--- config.mk ---
export PLATFORM = sky130hd
export DESIGN_NAME = lamp_bus_node
export DESIGN_NICKNAME = d
export VERILOG_FILES = /design/src/logic/lamp_bus_pkg.sv /design/src/logic/char_uart.sv /design/src/logic/lamp_bus_node.sv
export VERILOG_INCLUDE_DIRS = /design/src /design/src/logic
export SDC_FILE = /design/constraint.sdc
export NUM_CORES = 1
export LEC_CHECK = 0
export BUFFER_PORTS_ARGS = -buffer_cell sky130_fd_sc_hd__buf_2
export CAP_MARGIN = 20
export CORE_ASPECT_RATIO = 0.8
export CORE_MARGIN = 5
export CORE_UTILIZATION = 55
export DETAILED_ROUTE_END_ITERATION = 8
export GPL_TIMING_DRIVEN = 0
export PLACE_DENSITY_LB_ADDON = 0.1
export SETUP_SLACK_MARGIN = 0.05
export SLEW_MARGIN = 20
export SYNTH_ARGS = -nofsm -noshare
export SYNTH_HDL_FRONTEND = slang
export SYNTH_SLANG_ARGS = --single-unit
--- constraint.sdc ---
create_clock -name clk -period 4 [get_ports clk]
set_input_delay 0.6 -clock clk [delete_from_list [all_inputs] [get_ports clk]]
set_output_delay 0.6 -clock clk [all_outputs]
set_load 0.02 [all_outputs]
--- src/logic/lamp_bus_params.svh ---
/*
 * Constants of the lamp bus node: timing, address ranges, command codes.
 * Assumes a 200 MHz system clock; included by bare name.
 */
// Functional notes
// Every node sends and receives characters at 38.4K baud.
// Characters are 11 bits: start, nine data bits, stop.
// Data bits go onto the line least significant bit first.
// Lamp 0 masters by default; lamp 1, then lamp 2, take over.
// Data bit 8 high marks an address, low marks data.
// Panels use addresses 0-15; lamps 16-56, switch value plus 16.
// Master polls panel addresses 0 to 15 first, then lamp addresses.
// Non-master never drives the bus until its own address arrives.
// Master listens 1mS after each address, longer if traffic continues.
// More than three silent lamp addresses restart polling at panel 0.
// A polled panel transmits only when it has pending activity.
// A lamp always replies after seeing its own address polled.
// Lamp executes commands only after a selection value matching itself.
// Panel opens with a selection value that has bit 7 clear.
// A panel transmission is 2 to 10 bytes long.
// Several commands in one slot go in ascending code order.
// Code 01 carries a pan rate centred on 128, span 64.
// Code 02 carries a tilt rate centred on 128, span 64.
// Code 0A inverts lamp on/off each time it arrives.
// Code 0B runs focus motor while the command keeps arriving.
// Code 0C drives home and completes without repetition.
// First reply byte within 1mS, gaps between reply bytes under 1mS.
// Panel check byte is 8-bit sum of unmodified lamp address and commands.
// Lamp reply is pan lo/hi, tilt lo/hi, status, sum check.
// Drop characters with a low stop bit and frames failing the check.
`ifndef LAMP_BUS_PARAMS_SVH
`define LAMP_BUS_PARAMS_SVH

`define CLK_HZ 200000000
`define BAUD 38400
`define BIT_CYC_DEF (`CLK_HZ / `BAUD)
`define CYC_PER_US (`CLK_HZ / 1000000)
`define DEAD_US 1000
`define DEAD_CYC_DEF (`DEAD_US * `CYC_PER_US)
`define TAKEOVER_US 20000
`define TAKEOVER_CYC_DEF (`TAKEOVER_US * `CYC_PER_US)
`define HOLD_US 250000
`define HOLD_CYC_DEF (`HOLD_US * `CYC_PER_US)

`define CHAR_LAST_BIT 4'd10
`define SEL_BIT 7
`define PANEL_ADDR_MAX 8'h0f
`define LAMP_BASE 8'h10
`define LAMP_POLL_MAX 6'd56
`define MAX_MISS 2'd3
`define MASTER_SW_MAX 6'd2
`define FRAME_MIN 4'd2
`define FRAME_MAX 10
`define REPLY_LEN 3'd6
`define RATE_CENTRE 8'h80

`define CMD_PAN 8'h01
`define CMD_TILT 8'h02
`define CMD_LAMP 8'h0a
`define CMD_FOCUS 8'h0b
`define CMD_HOME 8'h0c
`define CMD_PAN_POS 8'h18
`define CMD_TILT_POS 8'h19

`endif

--- src/logic/lamp_bus_pkg.sv ---
/*
 * Types of the lamp bus node: transmit sequencer states and state records.
 * Assumes lamp_bus_params.svh is on the include path.
 */
`include "lamp_bus_params.svh"

package lamp_bus_pkg;

    typedef enum logic [1:0] {
        T_IDLE  = 2'b00,
        T_REPLY = 2'b01,
        T_MADDR = 2'b10,
        T_MWAIT = 2'b11
    } tx_state_t;

    typedef struct packed {
        logic rx_act;
        logic [15:0] rx_tmr;
        logic [3:0] rx_bit;
        logic [8:0] rx_sh;
        logic rx_valid;
        logic [8:0] rx_char;
        logic tx_act;
        logic [15:0] tx_tmr;
        logic [3:0] tx_bit;
        logic [10:0] tx_sh;
        logic txd;
        logic [8:0] tx_held;
    } uart_st_t;

    typedef struct packed {
        tx_state_t ts;
        logic master;
        logic tx_en;
        logic tx_go;
        logic [8:0] tx_char;
        logic [2:0] rep_idx;
        logic [7:0] rep_sum;
        logic [5:0] poll;
        logic [1:0] miss;
        logic heard;
        logic [31:0] quiet;
        logic coll;
        logic sel_ok;
        logic ovf;
        logic [3:0] cnt;
        logic [7:0] sum;
        logic [7:0] last;
        logic [`FRAME_MAX-1:0][7:0] fbuf;
        logic exec;
        logic [3:0] idx;
        logic [3:0] iend;
        logic focus_seen;
        logic lamp_on;
        logic [7:0] pan_rate;
        logic [7:0] tilt_rate;
        logic focus;
        logic home;
        logic [31:0] hold;
    } node_st_t;

endpackage : lamp_bus_pkg

--- src/logic/char_uart.sv ---
/*
 * Nine-bit character transmitter and receiver, 11-bit frames, LSB first.
 * Assumes rxd is synchronous to clk and idles high.
 */
`include "lamp_bus_params.svh"

module char_uart
    import lamp_bus_pkg::*;
#(
    parameter int BIT_CYC = `BIT_CYC_DEF
) (
    // Clock and reset
    input wire logic clk,
    input wire logic rst_n,
    // Line
    input wire logic rxd,
    output logic txd,
    // Transmit request
    input wire logic tx_start,
    input wire logic [8:0] tx_char,
    output logic tx_busy,
    // Receive result
    output logic rx_busy,
    output logic rx_valid,
    output logic [8:0] rx_char
);

    localparam logic [15:0] BIT_C = 16'(BIT_CYC - 1);
    localparam logic [15:0] HALF_C = 16'(BIT_CYC / 2);

    generate
        if (BIT_CYC < 16 || BIT_CYC > 65535) begin : g_bad_bit
            $error("char_uart: BIT_CYC out of range");
        end
    endgenerate

    uart_st_t s_r;
    uart_st_t s_nxt;

    always_comb begin
        s_nxt = s_r;
        s_nxt.rx_valid = 1'b0;
        // Receiver, mid-bit sampling
        if (!s_r.rx_act) begin
            if (!rxd) begin
                s_nxt.rx_act = 1'b1;
                s_nxt.rx_tmr = HALF_C;
                s_nxt.rx_bit = 4'd0;
            end
        end else if (s_r.rx_tmr != 16'h0000) begin
            s_nxt.rx_tmr = s_r.rx_tmr - 16'h0001;
        end else begin
            s_nxt.rx_tmr = BIT_C;
            s_nxt.rx_bit = s_r.rx_bit + 4'd1;
            if (s_r.rx_bit == 4'd0) begin
                s_nxt.rx_act = !rxd;
            end else if (s_r.rx_bit == `CHAR_LAST_BIT) begin
                s_nxt.rx_act = 1'b0;
                s_nxt.rx_valid = rxd;
                s_nxt.rx_char = s_r.rx_sh;
            end else begin
                s_nxt.rx_sh = {rxd, s_r.rx_sh[8:1]};
            end
        end
        // Transmitter
        if (!s_r.tx_act) begin
            if (tx_start) begin
                s_nxt.tx_act = 1'b1;
                s_nxt.tx_sh = {1'b1, tx_char, 1'b0};
                s_nxt.tx_held = tx_char;
                s_nxt.tx_bit = 4'd0;
                s_nxt.tx_tmr = BIT_C;
                s_nxt.txd = 1'b0;
            end
        end else if (s_r.tx_tmr != 16'h0000) begin
            s_nxt.tx_tmr = s_r.tx_tmr - 16'h0001;
        end else begin
            s_nxt.tx_tmr = BIT_C;
            s_nxt.tx_sh = {1'b1, s_r.tx_sh[10:1]};
            s_nxt.txd = s_r.tx_sh[1];
            s_nxt.tx_bit = s_r.tx_bit + 4'd1;
            if (s_r.tx_bit == `CHAR_LAST_BIT) begin
                s_nxt.tx_act = 1'b0;
                s_nxt.txd = 1'b1;
            end
        end
    end

    always_ff @(posedge clk or negedge rst_n) begin
        if (!rst_n) begin
            s_r <= '0;
            s_r.txd <= 1'b1;
        end else begin
            s_r <= s_nxt;
        end
    end

    assign txd = s_r.txd;
    assign tx_busy = s_r.tx_act;
    assign rx_busy = s_r.rx_act;
    assign rx_valid = s_r.rx_valid;
    assign rx_char = s_r.rx_char;

    AST_START_BIT: assert property (@(posedge clk) disable iff (!rst_n)
        tx_start && !s_r.tx_act |=> !s_r.txd && s_r.tx_act)
        else $error("start bit not sent");
    AST_LSB_FIRST: assert property (@(posedge clk) disable iff (!rst_n)
        s_r.tx_act && s_r.tx_bit == 4'd1 |-> s_r.txd == s_r.tx_held[0])
        else $error("first data bit is not the lsb");
    AST_STOP_HIGH: assert property (@(posedge clk) disable iff (!rst_n)
        s_r.tx_act && s_r.tx_bit == `CHAR_LAST_BIT |-> s_r.txd)
        else $error("stop bit not high");
    AST_BIT_TIME: assert property (@(posedge clk) disable iff (!rst_n)
        s_r.tx_act |-> s_r.tx_tmr <= BIT_C)
        else $error("bit timer exceeds bit period");
    AST_STOP_DISCARD: assert property (@(posedge clk) disable iff (!rst_n)
        s_r.rx_valid |-> $past(rxd))
        else $error("character accepted with low stop bit");

endmodule : char_uart

--- src/logic/lamp_bus_node.sv ---
/*
 * Lamp node of the polled multidrop lamp bus: bus mastering and polling,
 * panel frame reception and command decoding, six-byte lamp reply.
 * Assumes an external half-duplex line driver enabled by tx_en and a
 * static lamp address switch value on lamp_sw.
 */
`include "lamp_bus_params.svh"

module lamp_bus_node
    import lamp_bus_pkg::*;
#(
    parameter int BIT_CYC = `BIT_CYC_DEF,
    parameter int DEAD_CYC = `DEAD_CYC_DEF,
    parameter int TAKEOVER_CYC = `TAKEOVER_CYC_DEF,
    parameter int HOLD_CYC = `HOLD_CYC_DEF
) (
    // Clock and reset
    input wire logic clk,
    input wire logic rst_n,
    // Bus line
    input wire logic rxd,
    output logic txd,
    output logic tx_en,
    // Configuration
    input wire logic [5:0] lamp_sw,
    // Lamp state
    input wire logic [11:0] pan_pos,
    input wire logic [11:0] tilt_pos,
    input wire logic pan_limit,
    input wire logic tilt_limit,
    input wire logic recording,
    input wire logic playing,
    input wire logic overheat,
    input wire logic home_done,
    // Lamp controls
    output logic is_master,
    output logic lamp_on,
    output logic [7:0] pan_rate,
    output logic [7:0] tilt_rate,
    output logic focus_run,
    output logic go_home
);

    localparam logic [31:0] DEAD_C = 32'(DEAD_CYC);
    localparam logic [31:0] HOLD_C = 32'(HOLD_CYC);
    localparam logic [31:0] TAKE_C = 32'(TAKEOVER_CYC);

    generate
        if (DEAD_CYC < 1 || TAKEOVER_CYC <= DEAD_CYC || HOLD_CYC < 1) begin : g_bad_time
            $error("lamp_bus_node: timing parameters out of range");
        end
    endgenerate

    node_st_t s_r;
    node_st_t s_nxt;

    logic rxd_g;
    logic tx_busy;
    logic rx_busy;
    logic rx_valid;
    logic [8:0] rx_char;
    logic [7:0] own;
    logic [31:0] take_lim;
    logic [7:0] reply_byte;
    logic [7:0] status_byte;
    logic frame_end;
    logic frame_ok;
    logic poll_lamp;

    assign rxd_g = s_r.tx_en ? 1'b1 : rxd;
    assign own = `LAMP_BASE + {2'b00, lamp_sw};
    assign take_lim = TAKE_C * (32'(lamp_sw) + 32'd1);
    assign poll_lamp = {2'b00, s_r.poll} > `PANEL_ADDR_MAX;
    assign status_byte = {1'b0, s_r.home, overheat, playing, recording, tilt_limit,
        pan_limit, s_r.lamp_on};

    char_uart #(
        .BIT_CYC(BIT_CYC)
    ) u_uart (
        .clk(clk),
        .rst_n(rst_n),
        .rxd(rxd_g),
        .txd(txd),
        .tx_start(s_r.tx_go),
        .tx_char(s_r.tx_char),
        .tx_busy(tx_busy),
        .rx_busy(rx_busy),
        .rx_valid(rx_valid),
        .rx_char(rx_char)
    );

    always_comb begin
        case (s_r.rep_idx)
            3'd0: reply_byte = pan_pos[7:0];
            3'd1: reply_byte = {4'h0, pan_pos[11:8]};
            3'd2: reply_byte = tilt_pos[7:0];
            3'd3: reply_byte = {4'h0, tilt_pos[11:8]};
            3'd4: reply_byte = status_byte;
            default: reply_byte = s_r.rep_sum;
        endcase
    end

    always_comb begin
        s_nxt = s_r;
        frame_end = 1'b0;
        s_nxt.tx_go = 1'b0;
        // Bus silence timer
        if (rx_busy || s_r.tx_en) begin
            s_nxt.quiet = 32'h0000_0000;
        end else if (s_r.quiet != 32'hffff_ffff) begin
            s_nxt.quiet = s_r.quiet + 32'd1;
        end
        // Master takeover, lower switch values win first
        if (!s_r.master && lamp_sw <= `MASTER_SW_MAX && s_r.quiet >= take_lim) begin
            s_nxt.master = 1'b1;
        end
        // Character reception
        if (rx_valid) begin
            if (s_r.ts == T_MWAIT) begin
                s_nxt.heard = 1'b1;
            end
            if (rx_char[8]) begin
                frame_end = s_r.coll;
                s_nxt.coll = rx_char[7:0] <= `PANEL_ADDR_MAX;
                s_nxt.cnt = 4'd0;
                s_nxt.ovf = 1'b0;
                s_nxt.sum = 8'h00;
                s_nxt.last = 8'h00;
                s_nxt.sel_ok = 1'b0;
                if (rx_char[7:0] == own && s_r.ts == T_IDLE && !s_r.master) begin
                    s_nxt.ts = T_REPLY;
                    s_nxt.rep_idx = 3'd0;
                    s_nxt.rep_sum = own;
                end
            end else if (s_r.coll) begin
                if (s_r.cnt == 4'(`FRAME_MAX)) begin
                    s_nxt.ovf = 1'b1;
                end else begin
                    s_nxt.fbuf[s_r.cnt] = rx_char[7:0];
                    s_nxt.cnt = s_r.cnt + 4'd1;
                end
                s_nxt.sum = s_r.sum + s_r.last;
                if (s_r.cnt == 4'd0) begin
                    s_nxt.last = rx_char[7:0] + `LAMP_BASE;
                    s_nxt.sel_ok = !rx_char[`SEL_BIT] && (rx_char[6:0] == {1'b0, lamp_sw});
                end else begin
                    s_nxt.last = rx_char[7:0];
                end
            end
        end else if (s_r.coll && s_r.cnt != 4'd0 && s_r.quiet >= DEAD_C) begin
            frame_end = 1'b1;
            s_nxt.coll = 1'b0;
        end
        // Frame is good when addressed here, sized right and summed right
        frame_ok = frame_end && s_r.sel_ok && !s_r.ovf && s_r.cnt >= `FRAME_MIN
            && s_r.last == s_r.sum;
        // Home move runs until the drive reports arrival
        if (home_done) begin
            s_nxt.home = 1'b0;
        end
        // Held commands lapse when no frame renews them
        if (s_r.hold != 32'h0000_0000) begin
            s_nxt.hold = s_r.hold - 32'd1;
        end else if (!s_r.exec) begin
            s_nxt.focus = 1'b0;
            s_nxt.pan_rate = `RATE_CENTRE;
            s_nxt.tilt_rate = `RATE_CENTRE;
        end
        // Command walker over the stored frame
        if (s_r.exec) begin
            if (s_r.idx >= s_r.iend) begin
                s_nxt.exec = 1'b0;
                s_nxt.focus = s_r.focus_seen;
                s_nxt.hold = HOLD_C;
            end else begin
                s_nxt.idx = s_r.idx + 4'd1;
                case (s_r.fbuf[s_r.idx])
                    `CMD_PAN: begin
                        s_nxt.pan_rate = s_r.fbuf[s_r.idx + 4'd1];
                        s_nxt.idx = s_r.idx + 4'd2;
                    end
                    `CMD_TILT: begin
                        s_nxt.tilt_rate = s_r.fbuf[s_r.idx + 4'd1];
                        s_nxt.idx = s_r.idx + 4'd2;
                    end
                    `CMD_LAMP: begin
                        s_nxt.lamp_on = !s_r.lamp_on;
                    end
                    `CMD_FOCUS: begin
                        s_nxt.focus_seen = 1'b1;
                    end
                    `CMD_HOME: begin
                        s_nxt.home = 1'b1;
                    end
                    `CMD_PAN_POS, `CMD_TILT_POS: begin
                        s_nxt.idx = s_r.idx + 4'd3;
                    end
                    default: begin
                        s_nxt.idx = s_r.idx + 4'd1;
                    end
                endcase
            end
        end
        if (frame_ok) begin
            s_nxt.exec = 1'b1;
            s_nxt.idx = 4'd1;
            s_nxt.iend = s_r.cnt - 4'd1;
            s_nxt.focus_seen = 1'b0;
        end
        // Transmit sequencer
        case (s_r.ts)
            T_IDLE: begin
                if (s_r.master && !tx_busy) begin
                    s_nxt.ts = T_MADDR;
                    s_nxt.tx_char = {1'b1, 2'b00, s_r.poll};
                    s_nxt.tx_go = 1'b1;
                    s_nxt.heard = 1'b0;
                end
            end
            T_MADDR: begin
                if (!tx_busy && !s_r.tx_go) begin
                    if ({2'b00, s_r.poll} == own) begin
                        s_nxt.ts = T_REPLY;
                        s_nxt.rep_idx = 3'd0;
                        s_nxt.rep_sum = own;
                        s_nxt.heard = 1'b1;
                    end else begin
                        s_nxt.ts = T_MWAIT;
                    end
                end
            end
            T_REPLY: begin
                if (!tx_busy && !s_r.tx_go) begin
                    if (s_r.rep_idx == `REPLY_LEN) begin
                        s_nxt.ts = s_r.master ? T_MWAIT : T_IDLE;
                    end else begin
                        s_nxt.tx_char = {1'b0, reply_byte};
                        s_nxt.tx_go = 1'b1;
                        s_nxt.rep_idx = s_r.rep_idx + 3'd1;
                        s_nxt.rep_sum = s_r.rep_sum + reply_byte;
                    end
                end
            end
            T_MWAIT: begin
                if (s_r.quiet >= DEAD_C && !rx_busy && !rx_valid) begin
                    s_nxt.ts = T_IDLE;
                    if (poll_lamp && !s_r.heard && s_r.miss == `MAX_MISS) begin
                        s_nxt.poll = 6'd0;
                        s_nxt.miss = 2'd0;
                    end else if (s_r.poll == `LAMP_POLL_MAX) begin
                        s_nxt.poll = 6'd0;
                        s_nxt.miss = 2'd0;
                    end else begin
                        s_nxt.poll = s_r.poll + 6'd1;
                        s_nxt.miss = (poll_lamp && !s_r.heard) ? s_r.miss + 2'd1 : 2'd0;
                    end
                end
            end
            default: begin
                s_nxt.ts = T_IDLE;
            end
        endcase
        s_nxt.tx_en = (s_nxt.ts == T_MADDR) || (s_nxt.ts == T_REPLY);
    end

    always_ff @(posedge clk or negedge rst_n) begin
        if (!rst_n) begin
            s_r <= '0;
            s_r.pan_rate <= `RATE_CENTRE;
            s_r.tilt_rate <= `RATE_CENTRE;
        end else begin
            s_r <= s_nxt;
        end
    end

    assign tx_en = s_r.tx_en;
    assign is_master = s_r.master;
    assign lamp_on = s_r.lamp_on;
    assign pan_rate = s_r.pan_rate;
    assign tilt_rate = s_r.tilt_rate;
    assign focus_run = s_r.focus;
    assign go_home = s_r.home;

    AST_NO_DRIVE: assert property (@(posedge clk) disable iff (!rst_n)
        s_r.tx_en |-> (s_r.master || s_r.ts == T_REPLY))
        else $error("bus driven without mastership or own poll");
    AST_REPLY_START: assert property (@(posedge clk) disable iff (!rst_n)
        rx_valid && rx_char == {1'b1, own} && s_r.ts == T_IDLE && !s_r.master
        |=> s_r.ts == T_REPLY ##1 s_r.tx_go)
        else $error("no reply started after own address");
    AST_REPLY_SUM: assert property (@(posedge clk) disable iff (!rst_n)
        s_r.tx_go && s_r.ts == T_REPLY && s_r.rep_idx == `REPLY_LEN
        |-> s_r.tx_char == {1'b0, $past(s_r.rep_sum)})
        else $error("sixth reply byte is not the running sum");
    AST_ADDR_CHAR: assert property (@(posedge clk) disable iff (!rst_n)
        s_r.tx_go |-> s_r.tx_char[8] == (s_r.ts == T_MADDR))
        else $error("address flag wrong on sent character");
    AST_TOGGLE: assert property (@(posedge clk) disable iff (!rst_n)
        s_r.exec && s_r.idx < s_r.iend && s_r.fbuf[s_r.idx] == `CMD_LAMP
        |=> s_r.lamp_on != $past(s_r.lamp_on))
        else $error("lamp toggle not applied");
    AST_DROP_BAD: assert property (@(posedge clk) disable iff (!rst_n)
        frame_end && s_r.last != s_r.sum |=> !s_r.exec)
        else $error("frame with bad check executed");
    AST_EXEC_SEL: assert property (@(posedge clk) disable iff (!rst_n)
        frame_end && !s_r.sel_ok |=> !s_r.exec)
        else $error("frame for another lamp executed");
    AST_HOME_HOLD: assert property (@(posedge clk) disable iff (!rst_n)
        s_r.home && !home_done |=> s_r.home)
        else $error("home move dropped before arrival");
    AST_MISS_RESTART: assert property (@(posedge clk) disable iff (!rst_n)
        s_r.ts == T_MWAIT && s_r.quiet >= DEAD_C && !rx_busy && !rx_valid && poll_lamp
        && !s_r.heard && s_r.miss == `MAX_MISS |=> s_r.poll == 6'd0)
        else $error("polling not restarted after silent lamps");
    AST_DEAD_TIME: assert property (@(posedge clk) disable iff (!rst_n)
        s_r.ts == T_MWAIT ##1 s_r.ts != T_MWAIT |-> $past(s_r.quiet) >= DEAD_C)
        else $error("next address sent inside dead time");
    AST_POLL_STEP: assert property (@(posedge clk) disable iff (!rst_n)
        s_r.ts == T_MWAIT ##1 s_r.ts == T_IDLE
        |-> s_r.poll == 6'd0 || s_r.poll == $past(s_r.poll) + 6'd1)
        else $error("poll address skipped");
    AST_MASTER_SW: assert property (@(posedge clk) disable iff (!rst_n)
        s_r.master |-> lamp_sw <= `MASTER_SW_MAX)
        else $error("lamp above switch 2 became master");
    AST_TAKEOVER: assert property (@(posedge clk) disable iff (!rst_n)
        !s_r.master && lamp_sw <= `MASTER_SW_MAX && s_r.quiet >= take_lim
        |=> s_r.master)
        else $error("master not taken after bus quiet");
    AST_IDLE_QUIET: assert property (@(posedge clk) disable iff (!rst_n)
        s_r.ts == T_IDLE && !s_r.master |-> !s_r.tx_en)
        else $error("idle lamp drives the bus");
    AST_REPLY_GAP: assert property (@(posedge clk) disable iff (!rst_n)
        s_r.ts == T_REPLY && !tx_busy && !s_r.tx_go && s_r.rep_idx != `REPLY_LEN
        |=> s_r.tx_go)
        else $error("reply byte not sent back to back");
    AST_FRAME_EXEC: assert property (@(posedge clk) disable iff (!rst_n)
        frame_ok |=> s_r.exec)
        else $error("accepted frame not executed");
    AST_PAN_TAKE: assert property (@(posedge clk) disable iff (!rst_n)
        s_r.exec && s_r.idx < s_r.iend && s_r.fbuf[s_r.idx] == `CMD_PAN
        |=> s_r.pan_rate == $past(s_r.fbuf[s_r.idx + 4'd1]))
        else $error("pan rate not taken");
    AST_HOME_SET: assert property (@(posedge clk) disable iff (!rst_n)
        s_r.exec && s_r.idx < s_r.iend && s_r.fbuf[s_r.idx] == `CMD_HOME
        |=> s_r.home)
        else $error("home command not applied");
    AST_HOLD_LAPSE: assert property (@(posedge clk) disable iff (!rst_n)
        s_r.hold == 32'h0000_0000 && !s_r.exec
        |=> !s_r.focus && s_r.pan_rate == `RATE_CENTRE
        && s_r.tilt_rate == `RATE_CENTRE)
        else $error("held commands did not lapse");

endmodule : lamp_bus_node

# After elaboration in Yosys (flattened, before gate mapping)
# Index checks and enable logic that the tools add are counted.
# word_totals
reg_bits	312
out_inout_bits	22
input_bits	39
# classes
muxes	91
n_addsub	19
n_eq_ne	36
n_bitwise	7
n_mul	1
n_lt_le_gt_ge	11
reduce_logical	65
# op_table
op	count
$mux 32	4
$mux 102	1
$mux 21	4
$bwmux 80	1
$mux 80	1
$bmux 8 s4	2
$mux 8	8
$mux 11	5
$mux 52	1
$mux 16	3
$mux 42	1
$mux 10	4
$pmux 8 s5	1
$mux 17	2
$mux 33	1
$add 32x1->32 const B	1
$demux 8 s4	1
$ge 32x18->1 const B	1
$ge 32x29->1	1
$ne 32x32->1 const B	1
$reduce_bool 16->1	2
$reduce_bool 32->1	1
$sub 16x1->16 const B	2
$sub 32x1->32 const B	1
62 further kinds	180

# Longest topological paths before layout
# logic_depth
depth_word	12
depth_mapped	25

# Cells and area by module
# From an unflattened synthesis, not the netlist that was laid out.
# unflattened
cells_unflattened	1900
area_unflattened_um2	18733.0
# modules_own_cells
module	area_each_um2	cells_each	instances
lamp_bus_node	15084.5	1540	1
char_uart	3648.5	360	1

# Worst setup path after synthesis
# No wires, ideal clock.
# synth_path
kind	input -> register
from	input lamp_sw[2]
to	register s_r (netlist bit is_master)
required_ps	3869
setup_slack_ps	-2025
n_path_buf	1
arrival_time_ps	5894
stages	20
path_cell_list	clkbuf_1 nand3_1 xnor2_1 fa_1 ha_1 inv_1 fa_1 fa_1 inv_1 ha_1 a21oi_1 a2bb2oi_1 o21ai_0 o41a_1 or4_1 nor3b_1 ha_1 a211oi_1 o21ai_0 or3_1
# synth_between
elab_chain_cells	4
# synth_rtl
element	line_no	source
start: declaration	lamp_bus_node.sv:25	input wire logic [5:0] lamp_sw,
$add 6x1->7	lamp_bus_node.sv:72	assign take_lim = TAKE_C * (32'(lamp_sw) + 32'd1);
$mul 14x7->21	lamp_bus_node.sv:72	
$ge 32x29->1	lamp_bus_node.sv:114	if (!s_r.master && lamp_sw <= `MASTER_SW_MAX && s_r.quiet >= take_lim) begin
$logic_and 1x1->1 (*)	lamp_bus_node.sv:114	
end signal: assignment	lamp_bus_node.sv:272	s_r <= s_nxt;
end: declaration	lamp_bus_node.sv:54	node_st_t s_r;
# Every way passes the cells marked *; elsewhere a longest branch is shown, timed or not.
# A chain may end at the register's enable or synchronous reset.

# Worst setup path in the final report
# Same ends and word-level chain as after synthesis.

==> impl_metrics.yaml <==
status:
  violations: "setup timing"
  status: "finished with violations"
logic_synthesis:
  yosysWarnings: 0
  synth-seq-area-share: 0.405
  synth_area_leader_cell: "dfrtp_1"
  synth_cell_type_count: 86
  synth_flop_cell: "dfrtp_1"
  yosysMostFrequentCell: "dfrtp_1"
  netlist_area_um2: 18700
  synth_area_leaders: "dfrtp_1 (40%), ha_1 (8.3%), mux2_2 (4.5%)"
  synth_common_cells: "dfrtp_1 (299), nand2_1 (211), o21ai_0 (125)"
  syn-instance-count: 1902
  async_flop_share: 1.00
  synth_edf_count: 0
  synth_top_area_frac: 0.401
  syn_avg_cell_area_um2: 9.82
  ys_ff_latch: 302
  synth_nets: 2078
setup_path:
  crit_path_frequent_cell: "fa_1"
  max_stage_delay_ps: 540
  worstPathCellList: "buf_2 -> clkbuf_16 -> buf_4 -> xor2_4 -> fa_1 -> ha_1 -> inv_2 -> fa_1 -> fa_1 -> inv_2 -> ha_4 -> a21oi_4 -> a2bb2oi_2 -> o21ai_2 -> o41a_1 -> xnor2_1 -> ha_1 -> nor2b_4 -> o21ai_2 -> nand2b_1 -> a211oi_2 -> o21ai_1 -> or3_1"
  crit_type: "input pin to flip-flop"
  required_ps: 4460
  endpoint_kind: "flip-flop"
  start_kind: "input pin"
  critPathSlowestCell: "fa_1"
  crit_path_max_fanout: 7
  arrival_ps: 5800
pwr:
  combPwrFrac: 0.292
  clockPowerShare: 0.319
  p_int_mw: 6.06
  vdd_drop_max_v: 0.000350
  power_mw: 8.99
  p_sw_mw: 2.93
  p_seq_frac: 0.388
  powerDensity_nw_per_um2: 425
  sw_frac_of_total: 0.326
  p_leak_nw: 9.67
global_route:
  antenna_found_initial: 1
  grt_max_degree: 96
  grt_use_total: 0.243
  grt_pass1_wl_um: 76400
  grt-ovfl-total: 0
  grt_pass1_vias: 14481
placement:
  place_hpwl_um: 33900
  io_buffers: 59
  globalplace.congestion: 0.913
  place_area_um2: 19700
cts:
  clk_latency_ps: 580
  path_clk_slew_ps: 70
  cts_max_level: 1
  cts_made_buffers: 31
  clockRootBuffer: "clkbuf_16"
  cts.sinks: 302
  clockBufferDepth: 3
  cts_tree: "built"
  holdBufCountCts: 0
sta:
  slew_headroom: 0.354
  max_freq_mhz: 187
  finalMaxSlewViolations: 0
  rsz0062_at_grt: "true"
  skew_ps: 11.7
  worstMarginPinSlew_ps: 960
  finalCritPeriodShare: 1.33
  layout_setup_ws_ps: -1340
  hold_violations: 0
  finalSetupViolCount: 1
  post-route-min-period_ps: 5340
floorplanning:
  start_util: 0.556
  fp-row-count: 60
  fp.dieW_um: 216
  die_area_um2: 37800
  die_y_um: 175
  coreArea_um2: 33600
  ios: 61
detailed_routing:
  drc: 0
  dr.pass1.iters: 5
  drtIter0Drc: 1118
  ant_nets: 0
  wirelength_um: 46300
  wl_per_cell_um: 18.7
  vias: 14891
  avgViaCountPerCell: 6.02
flow_run:
  drv_cap: 0
worst_hold_path:
  hp-class: "input pin to asynchronous set/reset pin"
finish:
  design_area_um2: 21200
  area_growth_pct: 13.4
  drive_gt1_frac: 0.168
  fin_nets: 2191
[cell families (layout without fill, tap and decap cells)]
| kind of cell | count (synthesis) | in the layout | synth area share |
|---|---|---|---|
| other cells | 0 | 1 | 0 |
| buf+inv | 189 | 327 | 0.0438 |
| compound gates | 397 | 397 | 0.139 |
| fa+ha+maj | 137 | 137 | 0.0970 |
| mux | 150 | 150 | 0.101 |
| flops | 302 | 302 | 0.405 |
| xor+xnor | 114 | 114 | 0.0535 |
| simple gates | 613 | 613 | 0.160 |
[cell usage in the layout, fill, tap and decap left out, types with 7 or more instances in the layout]
cell type | Yosys | final
dfrtp_1 | 299 | 298
nand2_1 | 211 | 211
nor2_1 | 123 | 122
o21ai_0 | 125 | 121
ha_1 | 124 | 115
inv_1 | 90 | 85
mux2_2 | 74 | 74
clkbuf_1 | 66 | 68
a21oi_1 | 66 | 64
buf_2 | 7 | 63
xnor2_1 | 59 | 55
xor2_1 | 55 | 53
nor3_1 | 51 | 49
mux2i_1 | 49 | 49
nand3_1 | 44 | 40
buf_4 | 18 | 39
clkbuf_16 | 0 | 33
nor4_1 | 27 | 27
or3_1 | 27 | 27
nand4_1 | 26 | 26
a22oi_1 | 23 | 23
mux4_2 | 21 | 21
a31oi_1 | 21 | 20
nor2b_1 | 20 | 19
nand2b_1 | 19 | 18
a21o_1 | 16 | 16
a211oi_1 | 17 | 16
and3_1 | 13 | 13
o22ai_1 | 13 | 13
a22o_1 | 13 | 13
fa_1 | 13 | 13
o211ai_1 | 12 | 12
o31ai_1 | 12 | 12
or4_1 | 10 | 10
or2_2 | 10 | 10
ha_4 | 0 | 9
clkbuf_8 | 0 | 8
o21bai_1 | 7 | 7
[power groups by stage]
stage / registers, mW / logic (mW) / clock network (mW)
floorplan: 3.49 / 1.72 / 0
global placement: 3.53 / 2.21 / 0
detailed placement: 3.54 / 2.31 / 0
CTS: 3.48 / 2.47 / 2.92
global route: 3.52 / 2.93 / 3.05
finish: 3.49 / 2.63 / 2.87
[critical path: cells and delay by family]
| family | cells | cell delay [ps] |
|---|---|---|
| xor gates and xnor gates | 2 | 310 |
| adders and majority gates | 6 | 2370 |
| AOI/OAI and AO/OA | 7 | 1420 |
| buffers and inverters | 5 | 540 |
| and+or+nand+nor | 3 | 540 |
[metrics by stage]
| step | instances | setup slack, ps | hold WS, ps | utilization | setup TNS [ps] |
|---|---|---|---|---|---|
| 2_1_floorplan | 1902 | -1520 | 304 | - | -1520 |
| 3_3_place_gp | 2395 | -3460 | 464 | 0.585 | -1030060 |
| 3_5_place_dp | 2398 | -2530 | 461 | 0.588 | -2590 |
| 4_1_cts | 2468 | -1320 | 41.0 | 0.626 | -1320 |
| 5_1_grt | 2475 | -1470 | 84.5 | 0.631 | -1470 |
| 6_report | 2475 | -1340 | 38.3 | 0.631 | -1340 |
[layer usage]
layer / vias up / track usage / routed length, um
li1: 7083 / - / -
met4: 0 / 0.0546 / 1070
met1: 7358 / 0.376 / 22800
met5: - / 0 / 0
met2: 381 / 0.361 / 19700
met3: 69 / 0.0404 / 2620
[cell type report]
class | instances | area [um2]
buffer | 95 | 517
inverter | 91 | 349
multi-input combinational | 1411 | 10600
clock inverter | 8 | 72.6
antenna | 1 | 2.50
timing repair buffer | 83 | 567
fill | 2744 | 12400
clock buffer | 50 | 927
tap | 434 | 543
sequential | 302 | 7560
[worst paths after layout]
kind,from,to,slack [ps],cells after the start
setup / recovery,lamp_sw[2],is_master,-1340,23
hold / removal,rst_n,s_r[60],40,1
setup reg to reg,s_r[215],s_r[212],410,15
hold reg to reg,u_uart.s_r[20],u_uart.s_r[20],480,1
max in group asynchronous,rst_n,tilt_rate[7],2710,3
min in group clk,home_done,go_home,370,3
[repair_timing]
item                                    4_1_cts  5_1_grt
setup buffers                                13        8
endpoints found under the setup margin        4        8
pin swaps                                    20       17
gates resized for setup                      32       20
Note: power is estimated with default switching activity, not from simulation.
